==> src/rtl/tx_chain_pkg.sv <==
// package for the transmit mixer / correction / alignment chain
// assumes one 40 MHz sample clock and documented-pin register access
package tx_chain_pkg;
    localparam int SAMPLE_W = 12;
    localparam int NCO_FREQ_W = 32;
    localparam int NCO_PHASE_W = 20;
    localparam int GAIN_W = 11;
    localparam int SKEW_W = 10;
    localparam int SHIFT_W = 13;
    localparam int LUT_ADDR_W = 8;
    localparam int FIFO_DEPTH = 4;
    localparam int FIFO_PTR_W = 3;
    localparam logic [FIFO_PTR_W-1:0] FIFO_RD_SYNC_PTR = 3'h4;
    localparam logic [FIFO_PTR_W-1:0] FIFO_WR_SYNC_PTR = 3'h0;
    localparam logic [GAIN_W-1:0] GAIN_RESET = 11'h400;
    localparam logic [SKEW_W-1:0] SKEW_RESET = 10'h000;
    localparam logic [SHIFT_W-1:0] SHIFT_RESET = 13'h0000;
    localparam int GAIN_FRAC = 10;
    localparam int SKEW_FRAC = 12;
    localparam int SHIFT_FRAC = 4;
    localparam int SINC_FRAC = 9;
    // inverse-droop taps, symmetric about the centre one
    localparam logic signed [11:0] SINC_C0 = 12'sh001;
    localparam logic signed [11:0] SINC_C1 = -12'sh004;
    localparam logic signed [11:0] SINC_C2 = 12'sh00D;
    localparam logic signed [11:0] SINC_C3 = -12'sh032;
    localparam logic signed [11:0] SINC_C4 = 12'sh250;

    typedef enum logic [1:0] {
        COARSE_MIXER_PASS, COARSE_MIXER_HALF, COARSE_MIXER_PLUS_QTR, COARSE_MIXER_MINUS_QTR
    } coarse_mode_t;

    typedef struct packed {
        logic signed [SAMPLE_W-1:0] a;
        logic signed [SAMPLE_W-1:0] b;
    } iq_sample_t;

    typedef struct packed {
        logic [GAIN_W-1:0] i_path_gain;
        logic [GAIN_W-1:0] q_path_gain;
        logic [SKEW_W-1:0] iq_phase_skew;
        logic [SHIFT_W-1:0] a_path_dc_shift;
        logic [SHIFT_W-1:0] b_path_dc_shift;
        logic [NCO_FREQ_W-1:0] nco_freq;
        logic [NCO_PHASE_W-1:0] nco_phase;
        logic [1:0] coarse_mode;
        logic [1:0] coarse_phase;
    } chain_cfg_t;

    typedef struct packed {
        logic tx_align_all_disable;
        logic tx_align_source_select;
        logic tx_align_reg_bit;
        logic fifo_align_reg_bit;
        logic corr_align_reg_bit;
        logic nco_align_reg_bit;
        logic coarse_mixer_align_reg_bit;
        logic shift_align_reg_bit;
        logic shift_needs_align;
        logic block_use_pin;
    } align_ctrl_t;
endpackage

==> src/rtl/sample_fifo.sv <==
// small sample FIFO with valid/ready on both sides
// assumes one clock; an align clears write pointer and sets read pointer
`timescale 1ns/10ps
module sample_fifo #(
    parameter int WIDTH = 24,
    parameter int DEPTH = 4
) (
    input wire logic i_sys_clk,
    input wire logic i_rst_n,
    input wire logic i_align,
    input wire logic i_in_valid,
    output logic o_in_ready,
    input wire logic [WIDTH-1:0] i_in_data,
    output logic o_out_valid,
    input wire logic i_out_ready,
    output logic [WIDTH-1:0] o_out_data
);
    import tx_chain_pkg::*;
    localparam int PW = $clog2(DEPTH) + 1;
    logic [WIDTH-1:0] mem_ff [DEPTH];
    logic [PW-1:0] wr_ff;
    logic [PW-1:0] rd_ff;
    logic [PW-1:0] fill;
    logic push;
    logic pop;

    assign fill = PW'(wr_ff - rd_ff);
    assign o_in_ready = fill < PW'(DEPTH);
    assign o_out_valid = fill != '0;
    assign push = i_in_valid && o_in_ready;
    assign pop = o_out_valid && i_out_ready;
    assign o_out_data = mem_ff[rd_ff[PW-2:0]];

    always_ff @(posedge i_sys_clk or negedge i_rst_n) begin
        if (!i_rst_n) begin
            wr_ff <= '0;
            rd_ff <= '0;
        end else if (i_align) begin
            // pointers reset a fixed four apart; stored words become the fill
            wr_ff <= PW'(FIFO_WR_SYNC_PTR); // [RULE19]
            rd_ff <= PW'(FIFO_RD_SYNC_PTR); // [RULE19]
        end else begin
            if (push) wr_ff <= PW'(wr_ff + 1'b1);
            if (pop) rd_ff <= PW'(rd_ff + 1'b1);
        end
    end

    always_ff @(posedge i_sys_clk) begin
        if (push && !i_align) mem_ff[wr_ff[PW-2:0]] <= i_in_data;
    end
endmodule // sample_fifo

==> src/rtl/tx_mixer_qmc_sync_chain.sv <==
// transmit chain: fifo, fine mixer, coarse mixer, inverse droop, iq correction, dc shift
// assumes settings arrive on documented pins; align pin is asynchronous
`timescale 1ns/10ps
// Summary of operation
// [RULE1] 32-bit tuning word, 20-bit phase offset
// [RULE2] fine mixer complex multiply by oscillator
// [RULE3] tuning spans +-fs/2 in fs/2^32 steps
// [RULE4] coarse mode 00 passes A and B
// [RULE5] coarse mode 01 negates alternate samples
// [RULE6] coarse mode 10 rotates plus quarter rate
// [RULE7] coarse mode 11 rotates minus quarter rate
// [RULE8] symmetric nine-tap inverse droop filter
// [RULE9] source backs off amplitude before filter
// [RULE10] gains are eleven-bit words over 1024
// [RULE11] signed skew times Q added to I
// [RULE12] thirteen-bit dc shift divided by sixteen
// [RULE13] dc shift added lsb aligned before DAC
// [RULE14] global align default, pin rising edge
// [RULE15] register bit rising edge as source
// [RULE16] global disabled: per-block align controls
// [RULE17] dc shift immediate unless align needed
// [RULE18] controller aligns divider, fifo, then rest; no controller here, a global align hits every block in the same cycle
// [RULE19] align: write pointer zero, read four
// [RULE20] align loads gain and skew settings
// [RULE21] align loads oscillator, accumulator to phase
// [RULE22] align restarts coarse pattern at phase
// [RULE23] accumulator adds tuning word each sample
module tx_mixer_qmc_sync_chain (
    input wire logic i_sys_clk,
    input wire logic i_rst_n,
    input wire logic i_align_in_pos,
    input wire tx_chain_pkg::chain_cfg_t i_cfg,
    input wire tx_chain_pkg::align_ctrl_t i_align_ctrl,
    input wire logic i_in_valid,
    output logic o_in_ready,
    input wire tx_chain_pkg::iq_sample_t i_in_sample,
    output logic o_out_valid,
    output tx_chain_pkg::iq_sample_t o_out_sample,
    output logic o_align_seen
);
    import tx_chain_pkg::*;
    localparam int SW = SAMPLE_W;
    localparam int WW = 32;

    // ---------------- align source selection ----------------
    logic [2:0] pin_sync_ff;
    logic pin_level_ff;
    logic pin_rise;
    always_ff @(posedge i_sys_clk or negedge i_rst_n) begin
        if (!i_rst_n) begin
            pin_sync_ff <= 3'h0;
            pin_level_ff <= 1'b0;
        end else begin
            pin_sync_ff <= {pin_sync_ff[1:0], i_align_in_pos};
            if (pin_sync_ff[1] == pin_sync_ff[2]) pin_level_ff <= pin_sync_ff[2];
        end
    end
    assign pin_rise = pin_sync_ff[1] && pin_sync_ff[2] && !pin_level_ff;

    logic [5:0] bits_prev_ff;
    logic [5:0] bits_now;
    logic [5:0] bit_rise;
    assign bits_now = {i_align_ctrl.tx_align_reg_bit, i_align_ctrl.fifo_align_reg_bit,
                       i_align_ctrl.corr_align_reg_bit, i_align_ctrl.nco_align_reg_bit,
                       i_align_ctrl.coarse_mixer_align_reg_bit, i_align_ctrl.shift_align_reg_bit};
    always_ff @(posedge i_sys_clk or negedge i_rst_n) begin
        if (!i_rst_n) bits_prev_ff <= 6'h00;
        else bits_prev_ff <= bits_now;
    end
    assign bit_rise = bits_now & ~bits_prev_ff; // [RULE15]

    logic global_evt;
    logic blk_pin;
    logic fifo_align;
    logic corr_align;
    logic nco_align;
    logic coarse_mixer_align;
    logic shift_align;
    // zero struct fields mean global pin mode, so reset defaults to it
    assign global_evt = i_align_ctrl.tx_align_source_select ? bit_rise[5] : pin_rise; // [RULE14]
    assign blk_pin = i_align_ctrl.block_use_pin && pin_rise;
    always_comb begin
        if (!i_align_ctrl.tx_align_all_disable) begin
            fifo_align = global_evt; // [RULE14]
            corr_align = global_evt;
            nco_align = global_evt;
            coarse_mixer_align = global_evt;
            shift_align = global_evt;
        end else begin
            fifo_align = blk_pin || bit_rise[4]; // [RULE16]
            corr_align = blk_pin || bit_rise[3];
            nco_align = blk_pin || bit_rise[2];
            coarse_mixer_align = blk_pin || bit_rise[1];
            shift_align = blk_pin || bit_rise[0];
        end
    end

    logic align_seen_ff;
    always_ff @(posedge i_sys_clk or negedge i_rst_n) begin
        if (!i_rst_n) align_seen_ff <= 1'b0;
        else if (fifo_align || corr_align || nco_align || coarse_mixer_align || shift_align)
            align_seen_ff <= 1'b1;
    end
    assign o_align_seen = align_seen_ff;

    // ---------------- fifo ----------------
    iq_sample_t fifo_out;
    logic fifo_valid;
    sample_fifo #(.WIDTH(2 * SW), .DEPTH(FIFO_DEPTH)) u_fifo (
        .i_sys_clk(i_sys_clk),
        .i_rst_n(i_rst_n),
        .i_align(fifo_align),
        .i_in_valid(i_in_valid),
        .o_in_ready(o_in_ready),
        .i_in_data(i_in_sample),
        .o_out_valid(fifo_valid),
        .i_out_ready(1'b1),
        .o_out_data(fifo_out)
    );
    // the pipeline below never stalls; each popped sample is one sample tick
    logic adv;
    assign adv = fifo_valid;

    // ---------------- active settings ----------------
    logic [NCO_FREQ_W-1:0] freq_ff; // [RULE1]
    logic [NCO_PHASE_W-1:0] phase_ff; // [RULE1]
    logic [NCO_FREQ_W-1:0] acc_ff;
    logic [GAIN_W-1:0] gain_i_ff;
    logic [GAIN_W-1:0] gain_q_ff;
    logic [SKEW_W-1:0] skew_ff;
    logic [SHIFT_W-1:0] shift_a_ff;
    logic [SHIFT_W-1:0] shift_b_ff;
    logic [1:0] coarse_mixer_cnt_ff;

    always_ff @(posedge i_sys_clk or negedge i_rst_n) begin
        if (!i_rst_n) begin
            freq_ff <= '0;
            phase_ff <= '0;
            acc_ff <= '0;
        end else if (nco_align) begin
            freq_ff <= i_cfg.nco_freq; // [RULE21]
            phase_ff <= i_cfg.nco_phase; // [RULE21]
            acc_ff <= {i_cfg.nco_phase, 12'h000}; // [RULE21]
        end else if (adv) begin
            acc_ff <= acc_ff + freq_ff; // [RULE23] [RULE3]
        end
    end

    always_ff @(posedge i_sys_clk or negedge i_rst_n) begin
        if (!i_rst_n) begin
            gain_i_ff <= GAIN_RESET;
            gain_q_ff <= GAIN_RESET;
            skew_ff <= SKEW_RESET;
        end else if (corr_align) begin
            gain_i_ff <= i_cfg.i_path_gain; // [RULE20]
            gain_q_ff <= i_cfg.q_path_gain; // [RULE20]
            skew_ff <= i_cfg.iq_phase_skew; // [RULE20]
        end
    end

    always_ff @(posedge i_sys_clk or negedge i_rst_n) begin
        if (!i_rst_n) begin
            shift_a_ff <= SHIFT_RESET;
            shift_b_ff <= SHIFT_RESET;
        end else if (!i_align_ctrl.shift_needs_align || shift_align) begin
            shift_a_ff <= i_cfg.a_path_dc_shift; // [RULE17]
            shift_b_ff <= i_cfg.b_path_dc_shift; // [RULE17]
        end
    end

    always_ff @(posedge i_sys_clk or negedge i_rst_n) begin
        if (!i_rst_n) coarse_mixer_cnt_ff <= 2'h0;
        else if (coarse_mixer_align) coarse_mixer_cnt_ff <= i_cfg.coarse_phase; // [RULE22]
        else if (adv) coarse_mixer_cnt_ff <= coarse_mixer_cnt_ff + 2'h1;
    end

    // ---------------- fine mixer ----------------
    // full-wave 256-entry sine table built by a constant function; 8-bit phase is a
    // spur-for-area trade, the accumulator keeps full 32-bit resolution
    function automatic logic signed [SW-1:0] sin_lut(input logic [LUT_ADDR_W-1:0] ph);
        real x;
        x = $sin(2.0 * 3.14159265358979 * real'(ph) / 256.0) * 2047.0;
        return SW'($rtoi(x));
    endfunction
    logic signed [SW-1:0] sin_tab [256];
    for (genvar g = 0; g < 256; g++) begin : g_lut
        assign sin_tab[g] = sin_lut(LUT_ADDR_W'(g));
    end

    logic [NCO_FREQ_W-1:0] lut_phase;
    logic signed [SW-1:0] sin_v;
    logic signed [SW-1:0] cos_v;
    assign lut_phase = acc_ff + {phase_ff, 12'h000}; // [RULE23]
    assign sin_v = sin_tab[lut_phase[31:24]];
    assign cos_v = sin_tab[8'(lut_phase[31:24] + 8'h40)];

    function automatic logic signed [SW-1:0] sat(input logic signed [WW-1:0] v);
        if (v > WW'(2047)) return 12'sh7FF;
        if (v < -WW'(2048)) return -12'sh800;
        return v[SW-1:0];
    endfunction

    iq_sample_t fine_ff;
    logic fine_v_ff;
    logic signed [WW-1:0] mi;
    logic signed [WW-1:0] mq;
    always_comb begin
        mi = WW'(fifo_out.a * cos_v) - WW'(fifo_out.b * sin_v); // [RULE2]
        mq = WW'(fifo_out.a * sin_v) + WW'(fifo_out.b * cos_v); // [RULE2]
    end
    always_ff @(posedge i_sys_clk or negedge i_rst_n) begin
        if (!i_rst_n) begin
            fine_ff <= '0;
            fine_v_ff <= 1'b0;
        end else begin
            fine_v_ff <= adv;
            if (adv) begin
                fine_ff.a <= sat(mi >>> 11);
                fine_ff.b <= sat(mq >>> 11);
            end
        end
    end

    // ---------------- coarse mixer ----------------
    logic [1:0] cm_cnt_d_ff;
    always_ff @(posedge i_sys_clk or negedge i_rst_n) begin
        if (!i_rst_n) cm_cnt_d_ff <= 2'h0;
        else if (adv) cm_cnt_d_ff <= coarse_mixer_cnt_ff;
    end

    function automatic logic signed [SW-1:0] neg(input logic signed [SW-1:0] v);
        return (v == -12'sh800) ? 12'sh7FF : -v;
    endfunction

    iq_sample_t cm;
    always_comb begin
        cm = fine_ff;
        case (coarse_mode_t'(i_cfg.coarse_mode))
            COARSE_MIXER_PASS: cm = fine_ff; // [RULE4]
            COARSE_MIXER_HALF: begin
                if (cm_cnt_d_ff[0]) begin
                    cm.a = neg(fine_ff.a); // [RULE5]
                    cm.b = neg(fine_ff.b); // [RULE5]
                end
            end
            COARSE_MIXER_PLUS_QTR: begin
                case (cm_cnt_d_ff)
                    2'h0: cm = fine_ff; // [RULE6]
                    2'h1: cm = '{a: neg(fine_ff.b), b: fine_ff.a};
                    2'h2: cm = '{a: neg(fine_ff.a), b: neg(fine_ff.b)};
                    default: cm = '{a: fine_ff.b, b: neg(fine_ff.a)};
                endcase
            end
            COARSE_MIXER_MINUS_QTR: begin
                case (cm_cnt_d_ff)
                    2'h0: cm = fine_ff; // [RULE7]
                    2'h1: cm = '{a: fine_ff.b, b: neg(fine_ff.a)};
                    2'h2: cm = '{a: neg(fine_ff.a), b: neg(fine_ff.b)};
                    default: cm = '{a: neg(fine_ff.b), b: fine_ff.a};
                endcase
            end
            default: cm = fine_ff;
        endcase
    end

    // ---------------- inverse droop filter ----------------
    iq_sample_t tap_ff [9];
    logic sinc_v_ff;
    always_ff @(posedge i_sys_clk or negedge i_rst_n) begin
        if (!i_rst_n) begin
            for (int k = 0; k < 9; k++) tap_ff[k] <= '0;
            sinc_v_ff <= 1'b0;
        end else begin
            sinc_v_ff <= fine_v_ff;
            if (fine_v_ff) begin
                tap_ff[0] <= cm;
                for (int k = 1; k < 9; k++) tap_ff[k] <= tap_ff[k-1];
            end
        end
    end

    logic signed [WW-1:0] fa;
    logic signed [WW-1:0] fb;
    always_comb begin
        // symmetric pairs folded before the multiply
        fa = WW'(SINC_C0 * (WW'(tap_ff[0].a) + WW'(tap_ff[8].a))) // [RULE8]
           + WW'(SINC_C1 * (WW'(tap_ff[1].a) + WW'(tap_ff[7].a)))
           + WW'(SINC_C2 * (WW'(tap_ff[2].a) + WW'(tap_ff[6].a)))
           + WW'(SINC_C3 * (WW'(tap_ff[3].a) + WW'(tap_ff[5].a)))
           + WW'(SINC_C4 * WW'(tap_ff[4].a));
        fb = WW'(SINC_C0 * (WW'(tap_ff[0].b) + WW'(tap_ff[8].b))) // [RULE8]
           + WW'(SINC_C1 * (WW'(tap_ff[1].b) + WW'(tap_ff[7].b)))
           + WW'(SINC_C2 * (WW'(tap_ff[2].b) + WW'(tap_ff[6].b)))
           + WW'(SINC_C3 * (WW'(tap_ff[3].b) + WW'(tap_ff[5].b)))
           + WW'(SINC_C4 * WW'(tap_ff[4].b));
    end
    // gain above unity: the source must back off or this stage clips // [RULE9]
    logic signed [SW-1:0] sinc_a;
    logic signed [SW-1:0] sinc_b;
    assign sinc_a = sat(fa >>> SINC_FRAC);
    assign sinc_b = sat(fb >>> SINC_FRAC);

    // ---------------- iq correction and dc shift ----------------
    logic signed [WW-1:0] gi;
    logic signed [WW-1:0] gq;
    logic signed [WW-1:0] ci;
    logic signed [WW-1:0] oa;
    logic signed [WW-1:0] ob;
    always_comb begin
        gi = WW'(sinc_a * $signed({1'b0, gain_i_ff})) >>> GAIN_FRAC; // [RULE10]
        gq = WW'(sinc_b * $signed({1'b0, gain_q_ff})) >>> GAIN_FRAC; // [RULE10]
        // skew / 4096 spans -0.125..+0.125
        ci = gi + (WW'(gq * $signed(skew_ff)) >>> SKEW_FRAC); // [RULE11]
        oa = ci + (WW'($signed(shift_a_ff)) >>> SHIFT_FRAC); // [RULE12] [RULE13]
        ob = gq + (WW'($signed(shift_b_ff)) >>> SHIFT_FRAC); // [RULE12] [RULE13]
    end

    always_ff @(posedge i_sys_clk or negedge i_rst_n) begin
        if (!i_rst_n) begin
            o_out_sample <= '0;
            o_out_valid <= 1'b0;
        end else begin
            o_out_valid <= sinc_v_ff;
            if (sinc_v_ff) begin
                o_out_sample.a <= sat(oa);
                o_out_sample.b <= sat(ob);
            end
        end
    end
endmodule // tx_mixer_qmc_sync_chain

==> config.mk <==
export PLATFORM = sky130hd
export DESIGN_NAME = tx_mixer_qmc_sync_chain
export DESIGN_NICKNAME = d
export VERILOG_FILES = /design/src/rtl/tx_chain_pkg.sv /design/src/rtl/sample_fifo.sv /design/src/rtl/tx_mixer_qmc_sync_chain.sv
export SDC_FILE = /design/constraint.sdc
export NUM_CORES = 2
export LEC_CHECK = 0
export ABC_AREA = 0
export BUFFER_PORTS_ARGS = -buffer_cell sky130_fd_sc_hd__buf_2
export CORE_UTILIZATION = 25
export CTS_CLUSTER_DIAMETER = 200
export CTS_CLUSTER_SIZE = 16
export DETAILED_ROUTE_END_ITERATION = 8
export GPL_TIMING_DRIVEN = 1
export PLACE_DENSITY = 0.41
export SETUP_SLACK_MARGIN = 0.1
export SYNTH_ARGS = -nofsm -noshare
export SYNTH_HDL_FRONTEND = slang
export SYNTH_SLANG_ARGS = --single-unit
==> constraint.sdc <==
create_clock -name i_sys_clk -period 42.7 [get_ports i_sys_clk]
set_input_delay 2.135 -clock i_sys_clk [delete_from_list [all_inputs] [get_ports i_sys_clk]]
set_output_delay 2.135 -clock i_sys_clk [all_outputs]
set_load 0.05 [all_outputs]
==> impl_metrics.csv <==
group,metric,value,unit
timing,grt_setup_unrepaired,"no",
floorplan,start_util,0.252,
cts,path_clk_slew,0.09,ns
timing,hold_viol_final,0,
place,place_hpwl,194,mm
worst_setup_path,cp-start-kind,"flop",
detailed_routing,vias_per_cell,4.45,
logic_synthesis,syn_area_per_cell,9.25,µm²
logic_synthesis,synth_most_common_cell,"inv_1",
logic_synthesis,synth_cell_type_count,93,
worst_setup_path,worstReg2RegStart,"tap_ff[73]",
place,finalWeightedCongestion,0.851,
timing,fin_ws,14.81,ns
worst_setup_path,critPathTopFamily,"adder cells",
logic_synthesis,yosysTopAreaCell,"fa_1",
worst_setup_path,crit_required,43.25,ns
logic_synthesis,ys_warn_count,0,
detailed_routing,dr.pass1.iters,9,
place,place_area,91300,µm²
floorplan,dieWidth,585,µm
logic_synthesis,async_reset_ff_frac,0.815,
finish,area_delta_synth_final,8.75,%
finish,layout.nets,11600,
timing,slew_viol_final,0,
global_routing,grt_max_degree,192,
worst_setup_path,r2r_slack,14.81,ns
min_path,min_to,"pin_sync_ff[1]",
detailed_routing,drc,0,
worst_setup_path,path_buf_inv,13,
floorplan,design.core.area,338000,µm²
timing,setup_viol,0,
timing,min_period,27.89,ns
detailed_routing,vias,61000,
finish,utilization,0.274,
logic_synthesis,yosysTopAreaCellShare,0.326,
floorplan,io_pins,179,
cts,clk_latency,0.73,ns
min_path,hp-class,"reg -> reg",
worst_setup_path,worstReg2RegEnd,"o_out_sample[14]",
detailed_routing,antenna_left,0,
global_routing,grt-ovfl-total,0,
logic_synthesis,yosysSeqAreaShare,0.158,
place,place_ws,14.89,ns
finish,drive_above_1_share,0.0690,
timing,period_share,0.653,
worst_setup_path,crit_slowest_cell,"a41oi_1",
worst_setup_path,cp_max_fo,13,
finish,stdcell_area,92500,µm²
global_routing,grt_usage,0.145,
detailed_routing,drt-total-wl,242,mm
logic_synthesis,synth_edf_count,96,
place,portBuffers,170,
worst_setup_path,cp_slowest_stage_delay,0.74,ns
timing,slew_headroom,0.161,
detailed_routing,wl_per_cell,17.7,µm
run_status,outcome,"completed",
logic_synthesis,synth_nets,11600,
logic_synthesis,synth_top_flop_cell,"dfrtp_1",
cts,hold_buffers,0,
logic_synthesis,synth_common_cells,"inv_1, fa_1, nand2_1",
worst_setup_path,r2r_cells,103,
cts,cts_resized,0,
worst_setup_path,crit_type,"reg -> reg",
logic_synthesis,netlist_area,85100,µm²
cts,post_cts_buffers,0,
cts,htree_levels,2,
global_routing,antenna_found_initial,19,
global_routing,grt_first_pass_wirelength,389,mm
cts,cts_tree,"yes",
timing,skew,0.0549,ns
run,maxCapViolations,0,
logic_synthesis,yosys-top-cells-area,"fa_1, ha_1, dfrtp_1",
cts,cts_buffer_depth,3,
logic_synthesis,synth-seq-cells,518,
cts,clock_sinks,518,
logic_synthesis,netlist_instances,9194,
timing,tns,0,ns
cts,cts_inserted_buffers,40,
worst_setup_path,worst_setup_path_end_kind,"flop",
floorplan,rows,213,
min_path,whs_path_depth,0,
floorplan,dieArea,343000,µm²
floorplan,fp.dieH,585,µm
cts,cts_root_buf,"clkbuf_16",
detailed_routing,drtIter0Drc,3075,
global_routing,grt_pass1_vias,66800,
worst_setup_path,cp_common_cell,"fa_1",
timing,fmax,35.8,MHz
worst_setup_path,crit_arrival,28.44,ns
min_path,holdCritStartpoint,"pin_sync_ff[0]",
timing,tightestPinTransition,1.23,ns
worst reg2reg max path, delay by kind of cell (launching register included):
| kind | cells | cell delay (ns) |
|---|---|---|
| simple gates | 15 | 3.47 |
| buf+inv | 13 | 0.85 |
| compound gates | 44 | 10.63 |
| xor+xnor | 5 | 1.15 |
| flops | 1 | 0.41 |
| fa+ha+maj | 26 | 11.15 |
layout make-up:
cell class	instances	area, µm²
fill	36200	245000
multi-input combinational	6460	63500
sequential	518	13500
inverter	1869	7020
tap	4515	5650
timing repair buffer	275	1670
clock buffer	53	1060
clock inverter	9	128
antenna	8	20.0
worst max path at each step:
stage / start / slack (ns) / endpoint / cells past startpoint
finish: tap_ff[73] / 14.81 / o_out_sample[14] / 103
global route: tap_ff[73] / 12.96 / o_out_sample[14] / 103
CTS: tap_ff[73] / 14.66 / o_out_sample[14] / 103
detailed placement: tap_ff[73] / 14.89 / o_out_sample[14] / 103
global placement: tap_ff[73] / 14.99 / o_out_sample[12] / 105
floorplan: tap_ff[73] / 18.92 / o_out_sample[14] / 109
metal layers:
layer  vias to the layer above  share of wire  GRT usage
met5                         -        0.00017          0
met4                         6          0.024     0.0349
met3                       229          0.028     0.0127
met2                       877           0.47      0.242
met1                     31000           0.48      0.200
li1                      28900              -          -
cell families after synthesis:
family	Yosys count	share of synthesized area
fa+ha+maj	2260	0.455
buf+inv	2216	0.0979
simple gates	2199	0.115
compound gates	1386	0.102
flops	518	0.158
xor+xnor	372	0.0390
mux	243	0.0336
cell usage in the layout (no fill, tap or decap), types with 72 or more instances in the layout:
master and instances:
xnor2_1 256, ha_1 873, a21oi_1 443, xor2_1 97, dfrtp_1 417, buf_4 103, o21bai_1 74, fa_1 1387
nor3_1 72, mux2_2 194, nor2_1 476, a21o_1 110, and2_1 226, buf_2 169, edfxtp_1 96, inv_1 1865
o21ai_0 330, nand2_1 1071
sequential cells by signal, summed over array words and instances (netlist names), 3 cells and up:
signal / cells
shift_b_ff: 9
bits_prev_ff: 6
o_out_sample: 24
phase_ff: 20
fine_ff: 24
acc_ff: 32
gain_i_ff: 11
freq_ff: 32
pin_sync_ff: 3
gain_q_ff: 11
skew_ff: 10
tap_ff: 216
shift_a_ff: 9
u_fifo.mem_ff: 96
u_fifo.wr_ff: 3
u_fifo.rd_ff: 3
metrics by stage:
stage / std cells / hold slack, ns
after floorplan: 9194 / 0.331
after global placement: 13600 / 0.335
after detailed placement: 13600 / 0.339
after CTS: 13700 / 0.357
after global routing: 13700 / 0.364
final: 13700 / 0.356
Power is not shown: default switching activity piles up to over one toggle a cycle in this logic, so the estimate is an artifact.
